$ cat config.mk
export PLATFORM = sky130hd
export DESIGN_NAME = opm_pwm_timer
export DESIGN_NICKNAME = d
export VERILOG_FILES = /design/src/opm_pwm_pkg.sv /design/src/opm_pwm_timer.sv
export SDC_FILE = /design/constraint.sdc
export NUM_CORES = 1
export LEC_CHECK = 0
export ABC_CLOCK_PERIOD_IN_PS = 4800
export BUFFER_PORTS_ARGS = -buffer_cell sky130_fd_sc_hd__buf_2
export CAP_MARGIN = 20
export CORE_AREA = 2 2 104 106
export CTS_CLUSTER_DIAMETER = 120
export DETAILED_ROUTE_END_ITERATION = 7
export DIE_AREA = 0 0 106 108
export HOLD_SLACK_MARGIN = 0.15
export PLACE_DENSITY = 0.86
export SYNTH_ARGS = -nofsm -noshare
export SYNTH_HDL_FRONTEND = slang
export SYNTH_SLANG_ARGS = --single-unit
$ cat constraint.sdc
create_clock -name i_clk -period 4.8 [get_ports i_clk]
set_input_delay 0.72 -clock i_clk [delete_from_list [all_inputs] [get_ports i_clk]]
set_output_delay 0.72 -clock i_clk [all_outputs]
set_load 0.1 [all_outputs]
$ cat src/opm_pwm_pkg.sv
// package for the one-pulse / pwm timer block
// assumes a single 50 mhz clock; no register bus, all control bits are ports
`default_nettype none
package opm_pwm_pkg;
   localparam logic [15:0] restart_value  = 16'hfffc;  // counter load on trigger / period end
   localparam logic [15:0] capture_mark   = 16'hfffd;  // capture one value on trigger
   localparam logic [15:0] compare_reset  = 16'h8000;  // compare register reset value
   localparam logic [15:0] counter_reset  = 16'hfffc;  // counter reset value
   localparam logic [1:0]  prescaler_factor_div2     = 2'h0;      // prescaler select codes
   localparam logic [1:0]  prescaler_factor_div4     = 2'h1;
   localparam logic [1:0]  prescaler_factor_div8     = 2'h2;
   localparam logic [1:0]  prescaler_factor_ext      = 2'h3;

   // control bits from the cpu side
   typedef struct packed {
      logic       one_pulse_select;
      logic       pwm_select;
      logic       after_pulse_level;
      logic       during_pulse_level;
      logic       trigger_edge_select;
      logic       capture_two_edge_select;
      logic       compare_one_pin_enable;
      logic       capture_irq_enable;
      logic       compare_irq_enable;
      logic       global_irq_mask;
      logic [1:0] prescaler_select;
   } timer_ctrl_t;

   // cpu register access strobes (one-cycle pulses)
   typedef struct packed {
      logic       flag_reg_read;
      logic       cap1_low_access;
      logic       cap2_low_access;
      logic       cmp1_high_wr;
      logic       cmp1_low_wr;
      logic       cmp2_high_wr;
      logic       cmp2_low_wr;
      logic [7:0] wr_data;
   } cpu_access_t;

   // status flags seen by the cpu
   typedef struct packed {
      logic capture_one_flag;
      logic capture_two_flag;
      logic compare_one_flag;
      logic compare_two_flag;
   } timer_flags_t;

   typedef enum logic [1:0] {
      mode_plain     = 2'b00,
      mode_one_pulse = 2'b01,
      mode_pwm       = 2'b10
   } timer_mode_t;
endpackage
`default_nettype wire

$ cat src/opm_pwm_timer.sv
// one-pulse and pwm waveform logic of a 16-bit free-running timer
// assumes cpu strobes on i_clk; capture pins and ext clock are asynchronous
//
// Overview of operation
// - one-pulse select uses capture one, compare one
// - trigger: load fffc, pulse level, flag, fffd
// - capture one flag raises irq when enabled
// - flag clears after status read then low-byte access
// - compare one match drives after-pulse level
// - one-pulse never sets compare one flag
// - both selects set means pwm only
// - equal levels give constant output
// - capture one no capture; capture two works
// - compare two flags time, no waveform
// - pwm period by compare two, pulse by one
// - pwm compare values buffered until period end
// - pwm: match one after-level, match two during-level
// - pwm compare two match reloads fffc
// - high byte write suspends compare until low
// - pwm sets neither compare flag
// - pwm period end sets capture one flag
// - pwm disconnects capture one; capture two works
// - reduced variant: compare two write-only, capture two absent
// - pwm positive pulse is compare difference
// - pin driven only with pin enable set
`timescale 1ns/1ns
`default_nettype none
module opm_pwm_timer #(
   parameter bit reduced_variant = 1'b0   // 1: second capture absent, second compare write-only
) (
   input  wire logic                       i_clk,
   input  wire logic                       i_nrst,
   input  wire opm_pwm_pkg::timer_ctrl_t   i_ctrl,
   input  wire opm_pwm_pkg::cpu_access_t   i_cpu,
   input  wire logic                       i_capture_input_one,
   input  wire logic                       i_capture_input_two,
   input  wire logic                       i_ext_timer_clk,
   output logic                            o_compare_output_pin,
   output logic                            o_compare_output_pin_oe,
   output opm_pwm_pkg::timer_flags_t       o_flags,
   output logic                            o_timer_irq,
   output logic [15:0]                     o_counter,
   output logic [15:0]                     o_capture_one_value,
   output logic [15:0]                     o_capture_two_value,
   output logic [15:0]                     o_compare_one_value,
   output logic [15:0]                     o_compare_two_value
);

   // input synchronisers: three stages, first stage read only by the second
   // the third stage only feeds the edge detectors: one cycle of trigger
   // latency traded for an edge never taken from a settling flop
   logic [2:0] cap1_sync_reg, cap2_sync_reg, ext_sync_reg;
   logic [2:0] cap1_sync_next, cap2_sync_next, ext_sync_next;

   // timer state
   logic [15:0] counter_reg, counter_next;          // free-running counter
   logic [2:0]  prescaler_factor_reg, prescaler_factor_next;              // prescaler divider
   logic [15:0] cmp1_reg, cmp1_next;                // compare one as written
   logic [15:0] cmp2_reg, cmp2_next;                // compare two as written
   logic [15:0] cmp1_act_reg, cmp1_act_next;        // pwm working copies
   logic [15:0] cmp2_act_reg, cmp2_act_next;
   logic        cmp1_inhib_reg, cmp1_inhib_next;    // high byte written, low pending
   logic        cmp2_inhib_reg, cmp2_inhib_next;
   logic [15:0] cap1_reg, cap1_next;
   logic [15:0] cap2_reg, cap2_next;
   logic        capture_one_flag_reg, capture_one_flag_next, capture_two_flag_reg, capture_two_flag_next;
   logic        compare_one_flag_reg, compare_one_flag_next, compare_two_flag_reg, compare_two_flag_next;
   logic        arm1_reg, arm1_next, arm2_reg, arm2_next;   // status read armed clear
   logic        arm3_reg, arm3_next, arm4_reg, arm4_next;
   logic        pin_reg, pin_next;                  // output latch, low in reset
   logic        irq_reg, irq_next;

   // combinational helpers
   opm_pwm_pkg::timer_mode_t mode;
   logic tick;            // one timer tick
   logic edge1, edge2;    // valid active edges
   logic match1, match2;  // compare matches this tick
   logic [15:0] use1, use2;

   // mode decode: pwm dominates when both are set
   always_comb begin
      if (i_ctrl.pwm_select)
         mode = opm_pwm_pkg::mode_pwm;
      else if (i_ctrl.one_pulse_select)
         mode = opm_pwm_pkg::mode_one_pulse;
      else
         mode = opm_pwm_pkg::mode_plain;
   end

   // synchroniser next values
   always_comb begin
      cap1_sync_next = {cap1_sync_reg[1:0], i_capture_input_one};
      cap2_sync_next = {cap2_sync_reg[1:0], i_capture_input_two};
      ext_sync_next  = {ext_sync_reg[1:0], i_ext_timer_clk};
   end

   // edge detection only on stages two and three
   always_comb begin
      edge1 = i_ctrl.trigger_edge_select ? (cap1_sync_reg[1] & ~cap1_sync_reg[2])
                                         : (~cap1_sync_reg[1] & cap1_sync_reg[2]);
      edge2 = i_ctrl.capture_two_edge_select ? (cap2_sync_reg[1] & ~cap2_sync_reg[2])
                                             : (~cap2_sync_reg[1] & cap2_sync_reg[2]);
   end

   // prescaler: one-cycle tick enable
   always_comb begin
      prescaler_factor_next = prescaler_factor_reg + 3'h1;
      unique case (i_ctrl.prescaler_select)
         opm_pwm_pkg::prescaler_factor_div2: tick = prescaler_factor_reg[0];
         opm_pwm_pkg::prescaler_factor_div4: tick = &prescaler_factor_reg[1:0];
         opm_pwm_pkg::prescaler_factor_div8: tick = &prescaler_factor_reg;
         opm_pwm_pkg::prescaler_factor_ext:  tick = ext_sync_reg[1] & ~ext_sync_reg[2];  // rising edge
      endcase
   end

   // compare sources: pwm uses buffered copies
   always_comb begin
      use1   = (mode == opm_pwm_pkg::mode_pwm) ? cmp1_act_reg : cmp1_reg;
      use2   = (mode == opm_pwm_pkg::mode_pwm) ? cmp2_act_reg : cmp2_reg;
      match1 = tick & ~cmp1_inhib_reg & (counter_reg == use1);
      match2 = tick & ~cmp2_inhib_reg & (counter_reg == use2);
   end

   // main timer next-state logic
   always_comb begin
      counter_next  = counter_reg;
      cmp1_next     = cmp1_reg;
      cmp2_next     = cmp2_reg;
      cmp1_act_next = cmp1_act_reg;
      cmp2_act_next = cmp2_act_reg;
      cmp1_inhib_next = cmp1_inhib_reg;
      cmp2_inhib_next = cmp2_inhib_reg;
      cap1_next = cap1_reg;
      cap2_next = cap2_reg;
      capture_one_flag_next = capture_one_flag_reg;
      capture_two_flag_next = capture_two_flag_reg;
      compare_one_flag_next = compare_one_flag_reg;
      compare_two_flag_next = compare_two_flag_reg;
      arm1_next = arm1_reg;
      arm2_next = arm2_reg;
      arm3_next = arm3_reg;
      arm4_next = arm4_reg;
      pin_next  = pin_reg;

      // counter advances one per tick, wrapping
      if (tick)
         counter_next = counter_reg + 16'h0001;

      // compare register writes; high byte suspends the compare
      if (i_cpu.cmp1_high_wr) begin
         cmp1_next[15:8] = i_cpu.wr_data;
         cmp1_inhib_next = 1'b1;
      end
      if (i_cpu.cmp1_low_wr) begin
         cmp1_next[7:0]  = i_cpu.wr_data;
         cmp1_inhib_next = 1'b0;
      end
      if (i_cpu.cmp2_high_wr) begin
         cmp2_next[15:8] = i_cpu.wr_data;
         cmp2_inhib_next = 1'b1;
      end
      if (i_cpu.cmp2_low_wr) begin
         cmp2_next[7:0]  = i_cpu.wr_data;
         cmp2_inhib_next = 1'b0;
      end

      // flag clear: status read arms, low-byte access clears
      if (i_cpu.flag_reg_read) begin
         arm1_next = capture_one_flag_reg;
         arm2_next = capture_two_flag_reg;
         arm3_next = compare_one_flag_reg;
         arm4_next = compare_two_flag_reg;
      end
      if (i_cpu.cap1_low_access && arm1_reg) begin
         capture_one_flag_next = 1'b0;
         arm1_next = 1'b0;
      end
      if (i_cpu.cap2_low_access && arm2_reg) begin
         capture_two_flag_next = 1'b0;
         arm2_next = 1'b0;
      end
      if (i_cpu.cmp1_low_wr && arm3_reg) begin
         compare_one_flag_next = 1'b0;
         arm3_next = 1'b0;
      end
      if (i_cpu.cmp2_low_wr && arm4_reg) begin
         compare_two_flag_next = 1'b0;
         arm4_next = 1'b0;
      end

      // capture two stays usable in every mode; sets win over clears
      if (edge2 && !reduced_variant) begin
         cap2_next = counter_reg;
         capture_two_flag_next = 1'b1;
      end

      unique case (mode)
         opm_pwm_pkg::mode_one_pulse: begin
            // compare two still flags elapsed time, no pin effect
            if (match2)
               compare_two_flag_next = 1'b1;
            // compare one ends the pulse, never flags
            if (match1)
               pin_next = i_ctrl.after_pulse_level;
            // trigger restarts the pulse, also mid-pulse
            if (edge1) begin
               counter_next = opm_pwm_pkg::restart_value;
               pin_next     = i_ctrl.during_pulse_level;
               capture_one_flag_next    = 1'b1;
               cap1_next    = opm_pwm_pkg::capture_mark;
            end
            // pwm copies track writes here too, so a switch to pwm
            // starts from what software wrote, not a stale reset value
            cmp1_act_next = cmp1_next;
            cmp2_act_next = cmp2_next;
         end
         opm_pwm_pkg::mode_pwm: begin
            // no compare flags, capture one pin ignored
            if (match1)
               pin_next = i_ctrl.after_pulse_level;
            if (match2) begin
               pin_next      = i_ctrl.during_pulse_level;
               counter_next  = opm_pwm_pkg::restart_value;
               capture_one_flag_next     = 1'b1;
               cmp1_act_next = cmp1_next;
               cmp2_act_next = cmp2_next;
            end
         end
         opm_pwm_pkg::mode_plain: begin
            // plain compare and capture, kept minimal
            if (match1) begin
               compare_one_flag_next = 1'b1;
               pin_next  = i_ctrl.after_pulse_level;
            end
            if (match2)
               compare_two_flag_next = 1'b1;
            if (edge1) begin
               cap1_next = counter_reg;
               capture_one_flag_next = 1'b1;
            end
            // keep pwm copies fresh so pwm starts with current values
            cmp1_act_next = cmp1_next;
            cmp2_act_next = cmp2_next;
         end
         default: begin
         end
      endcase

      // reduced variant holds second capture and compare flags low
      if (reduced_variant) begin
         capture_two_flag_next = 1'b0;
         compare_two_flag_next = 1'b0;
         cap2_next = 16'h0000;
      end
   end

   // interrupt: capture flags need enable, global mask clear
   // built from the next flags so the request rises with its flag
   always_comb begin
      irq_next = ~i_ctrl.global_irq_mask &
                 ((i_ctrl.capture_irq_enable & (capture_one_flag_next | capture_two_flag_next)) |
                  (i_ctrl.compare_irq_enable & (compare_one_flag_next | compare_two_flag_next)));
   end

   // register all state
   always_ff @(posedge i_clk) begin
      if (!i_nrst) begin
         cap1_sync_reg  <= 3'h0;
         cap2_sync_reg  <= 3'h0;
         ext_sync_reg   <= 3'h0;
         prescaler_factor_reg      <= 3'h0;
         counter_reg    <= opm_pwm_pkg::counter_reset;
         cmp1_reg       <= opm_pwm_pkg::compare_reset;
         cmp2_reg       <= opm_pwm_pkg::compare_reset;
         cmp1_act_reg   <= opm_pwm_pkg::compare_reset;
         cmp2_act_reg   <= opm_pwm_pkg::compare_reset;
         cmp1_inhib_reg <= 1'b0;
         cmp2_inhib_reg <= 1'b0;
         cap1_reg       <= 16'h0000;
         cap2_reg       <= 16'h0000;
         capture_one_flag_reg       <= 1'b0;
         capture_two_flag_reg       <= 1'b0;
         compare_one_flag_reg       <= 1'b0;
         compare_two_flag_reg       <= 1'b0;
         arm1_reg       <= 1'b0;
         arm2_reg       <= 1'b0;
         arm3_reg       <= 1'b0;
         arm4_reg       <= 1'b0;
         pin_reg        <= 1'b0;
         irq_reg        <= 1'b0;
      end else begin
         cap1_sync_reg  <= cap1_sync_next;
         cap2_sync_reg  <= cap2_sync_next;
         ext_sync_reg   <= ext_sync_next;
         prescaler_factor_reg      <= prescaler_factor_next;
         counter_reg    <= counter_next;
         cmp1_reg       <= cmp1_next;
         cmp2_reg       <= cmp2_next;
         cmp1_act_reg   <= cmp1_act_next;
         cmp2_act_reg   <= cmp2_act_next;
         cmp1_inhib_reg <= cmp1_inhib_next;
         cmp2_inhib_reg <= cmp2_inhib_next;
         cap1_reg       <= cap1_next;
         cap2_reg       <= cap2_next;
         capture_one_flag_reg       <= capture_one_flag_next;
         capture_two_flag_reg       <= capture_two_flag_next;
         compare_one_flag_reg       <= compare_one_flag_next;
         compare_two_flag_reg       <= compare_two_flag_next;
         arm1_reg       <= arm1_next;
         arm2_reg       <= arm2_next;
         arm3_reg       <= arm3_next;
         arm4_reg       <= arm4_next;
         pin_reg        <= pin_next;
         irq_reg        <= irq_next;
      end
   end

   // outputs straight from flip-flops; pin enable is the pin enable control bit registered once
   logic oe_reg;
   always_ff @(posedge i_clk) begin
      if (!i_nrst)
         oe_reg <= 1'b0;
      else
         oe_reg <= i_ctrl.compare_one_pin_enable;
   end

   assign o_compare_output_pin    = pin_reg;
   assign o_compare_output_pin_oe = oe_reg;
   assign o_flags = '{capture_one_flag: capture_one_flag_reg, capture_two_flag: capture_two_flag_reg,
                      compare_one_flag: compare_one_flag_reg, compare_two_flag: compare_two_flag_reg};
   assign o_timer_irq          = irq_reg;
   assign o_counter            = counter_reg;
   assign o_capture_one_value  = cap1_reg;
   assign o_capture_two_value  = cap2_reg;
   assign o_compare_one_value  = cmp1_reg;
   // reduced variant: compare two reads undefined; zero given here
   assign o_compare_two_value  = reduced_variant ? 16'h0000 : cmp2_reg;

endmodule // opm_pwm_timer
`default_nettype wire

==> flow_summary.yaml <==
worst_setup_path:
  critPathBufInv: 3
  cp_cell_sequence: "buf_2 > buf_4 > mux2i_1 > xnor2_1 > nor4_1 > nand3_1 > o21ai_4 > buf_4 > nand2_1 > o211a_1"
  r2r-end: "cmp2_act_reg[12]"
  path_common_cell: "buf_4"
  cpMaxStageDelayCell: "buf_4"
  regToRegSetupSlack_ns: 1.66
  worstPathRequired_ns: 5.21
  crit_path_end_kind: "register"
  path_class: "primary input to register"
  r2r_cells: 9
  cp_slowest_stage_delay_ns: 0.51
  crit_family: "buffers and inverters"
  crit_fanout: 48
  startpoint_type: "primary input"
  worstReg2RegStart: "prescaler_factor_reg[0]"
  cp_data_arrival_time_ns: 3.97
route:
  via_count: 4722
  totalWireLength_mm: 15.52
  wl_per_cell_um: 18.52
  final_antenna_net_count: 0
  dr.pass1.iters: 5
  drt_iter0_markers: 345
  routed_via_density: 5.635
  drc: 0
synth:
  synth_top_cell_by_area: "dfxtp_1"
  synth_xor_area_share_pct: 6.748
  synth_top_family_by_area: "simple AND/OR/NAND/NOR gates"
  synth_compound_area_share_pct: 9.409
  synth_edf_count: 0
  yosysUniqueCellTypes: 41
  yosysWarnings: 0
  async_reset_ff_share_pct: 0
  synthSimpleGateAreaFrac_pct: 17.85
  syn_area_mm2: 0.005971
  synthFlopType: "dfxtp_1"
  synthAdderAreaFrac_pct: 0.6287
  synthMuxAreaShare_pct: 14.79
  syn_area_per_cell_um2: 9.918
  ys_ff_latch: 137
  synth_cells: 602
  yosysSeqAreaShare_pct: 45.93
  yosys-top-cells-area: "dfxtp_1, mux2i_1, o211a_1"
  syn-num-nets: 637
  synth_top_area_share_pct: 45.93
floorplan:
  fp-row-count: 37
  die_h_um: 108
  die-area_mm2: 0.01145
  io-pin-count: 119
  die_w_um: 106
  core_mm2: 0.01023
  initial_utilization_pct: 58.36
clocking:
  postCtsSetupRepairBufs: 0
  path_clk_slew_ns: 0.06
  cts-resized-gates: 0
  cts_tree: "built"
  clock-root-buffer: "clkbuf_8"
  cts.sinks: 137
  clkLatencyLatePin_ns: 0.53
  hold_buffers: 0
  cts_buffer_depth: 2
  cts_made_buffers: 17
  h-tree-depth: 4
grt:
  grt_pass1_vias: 4679
  antenna_found_initial: 0
  grt_max_degree: 64
  track_usage_pct: 27.45
  grt.overflow.total: 0
  grt_pass1_wl_mm: 23.93
final_layout:
  area_growth_pct: 19.95
  layout-drive-gt1-share_pct: 22.65
  final_util_pct: 70.00
  n_antenna_cell: 0
  fin_nets: 724
timing:
  finalSetupViolCount: 0
  rsz0062_at_grt: "no"
  clock_skew_ns: 0.007484
  drv_slew: 0
  hold_slack_ns: 0.3982
  hold_violations: 0
  fin_crit_ns: 3.563
  fmaxAchievable_mhz: 280.7
  tns_ns: 0
  max-slew-margin-rel_pct: 38.99
  worstMarginPinSlew_ns: 0.9152
  post-route-period-util_pct: 74.23
placed_design:
  hpwl_mm: 9.986
  port_buffers: 118
  finalWeightedCongestion: 0.8641
power_and_ir_drop:
  p_sw_mw: 0.8559
  peakVddDrop_mv: 0.2212
  switching_share_pct: 27.72
  p_per_area_mw_per_mm2: 431.1
  p_leak_nw: 3.511
  combPwrFrac_pct: 14.5
  power_frac_clock_pct: 45.7
  power_mw: 3.087
  p_int_mw: 2.231
  power_frac_seq_pct: 39.8
hold_path:
  min_from: "i_ctrl[5]"
  hold_depth: 2
  holdPathEnd: "o_compare_output_pin_oe"
  min_path_type: "primary input to register"
outcome:
  status: "finished clean"
job:
  maxCapViolations: 0
## worst register-to-register path, cell delays in order, from the launching register on
cell	delay [ns]
dfxtp_1	0.36
ha_1	0.19
ha_1	0.15
mux4_2	0.38
nand4_1	0.10
or4_1	0.54
o21ai_4	0.46
buf_4	0.51
nand2_1	0.16
o211a_1	0.17
## layout make-up
| type | count | area (um2) |
|---|---|---|
| Fill cell | 721 | 3069 |
| Multi-Input combinational cell | 409 | 2967 |
| Sequential cell | 137 | 2743 |
| Timing Repair Buffer | 123 | 635.6 |
| Clock buffer | 21 | 449.2 |
| Clock inverter | 11 | 193.9 |
| Tap cell | 136 | 170.2 |
| Inverter | 1 | 3.754 |
## through the flow
stage                     std cells  setup slack, ns  area [um2]
final                           838            1.237        7162
after detailed placement        805           0.8826        6504
after global placement          805            1.201        6504
after floorplan                 602            2.021        5971
after global routing            838            1.044        7162
after CTS                       837            1.321        7147
## cells in the mapped netlist, drive strengths merged, types with 4 or more instances
cell type  count
a21oi          6
and2          16
and3           4
and4           4
buf           21
clkbuf        34
dfxtp        137
mux2i         86
nand2         82
nand3          7
nor2          24
nor2b         52
nor3b          4
nor4           5
o211a         45
o21ai          5
xnor2         28
xor2          18
## worst max path at each step
stage / end / depth (start not counted) / start
floorplan: o_counter[1] / 8 / o_counter[9]
detailed placement: cmp1_act_reg[6] / 10 / i_ctrl[10]
global route: cmp2_act_reg[12] / 10 / i_ctrl[10]
global placement: cmp1_act_reg[6] / 10 / i_ctrl[10]
finish: cmp2_act_reg[12] / 10 / i_ctrl[10]
CTS: cmp2_act_reg[12] / 10 / i_ctrl[10]
## layer usage
layer  global-route usage (%)  vias to the layer above  share of wire (%)
met3                    7.957                       41                6.0
li1                         -                     2212                  -
met1                    32.40                     2276                 42
met5                        0                        -                  0
met4                    12.12                        0                3.2
met2                    46.73                      193                 49
## cell families after synthesis
logic type / Yosys count
flip-flops: 137
AO/OA/AOI/OAI: 63
adder cells (fa/ha/maj): 3
AND/OR/NAND/NOR: 210
buffers and inverters: 56
XOR/XNOR: 46
multiplexers: 87
## layout by cell type (no fill, tap or decap), types with 2 or more instances in the layout
cell	count
ha_1	3
nand3b_1	2
bufinv_16	5
and4_1	4
clkinv_4	3
buf_4	4
buf_2	118
nand4_1	3
and3_1	4
mux2i_1	86
nor2b_1	52
o211a_1	45
nor3_1	3
and2_1	16
nand2_1	82
a21oi_1	5
clkbuf_8	3
dfxtp_1	137
nor2_1	24
clkbuf_1	2
nand3_1	7
nor4_1	4
xnor2_1	28
clkinv_2	2
clkbuf_16	16
xor2_1	18
a21boi_0	2
o21ai_0	3
nor3b_1	4
## power groups by stage
stage	sequential [mW]	clock (mW)	combinational, mW
2_1_floorplan	1.44	0	0.173
3_3_place_gp	1.25	0	0.431
3_5_place_dp	1.25	0	0.441
4_1_cts	1.23	1.42	0.447
5_1_grt	1.23	1.47	0.469
6_report	1.23	1.41	0.448
(Power assumes the default switching activity.)
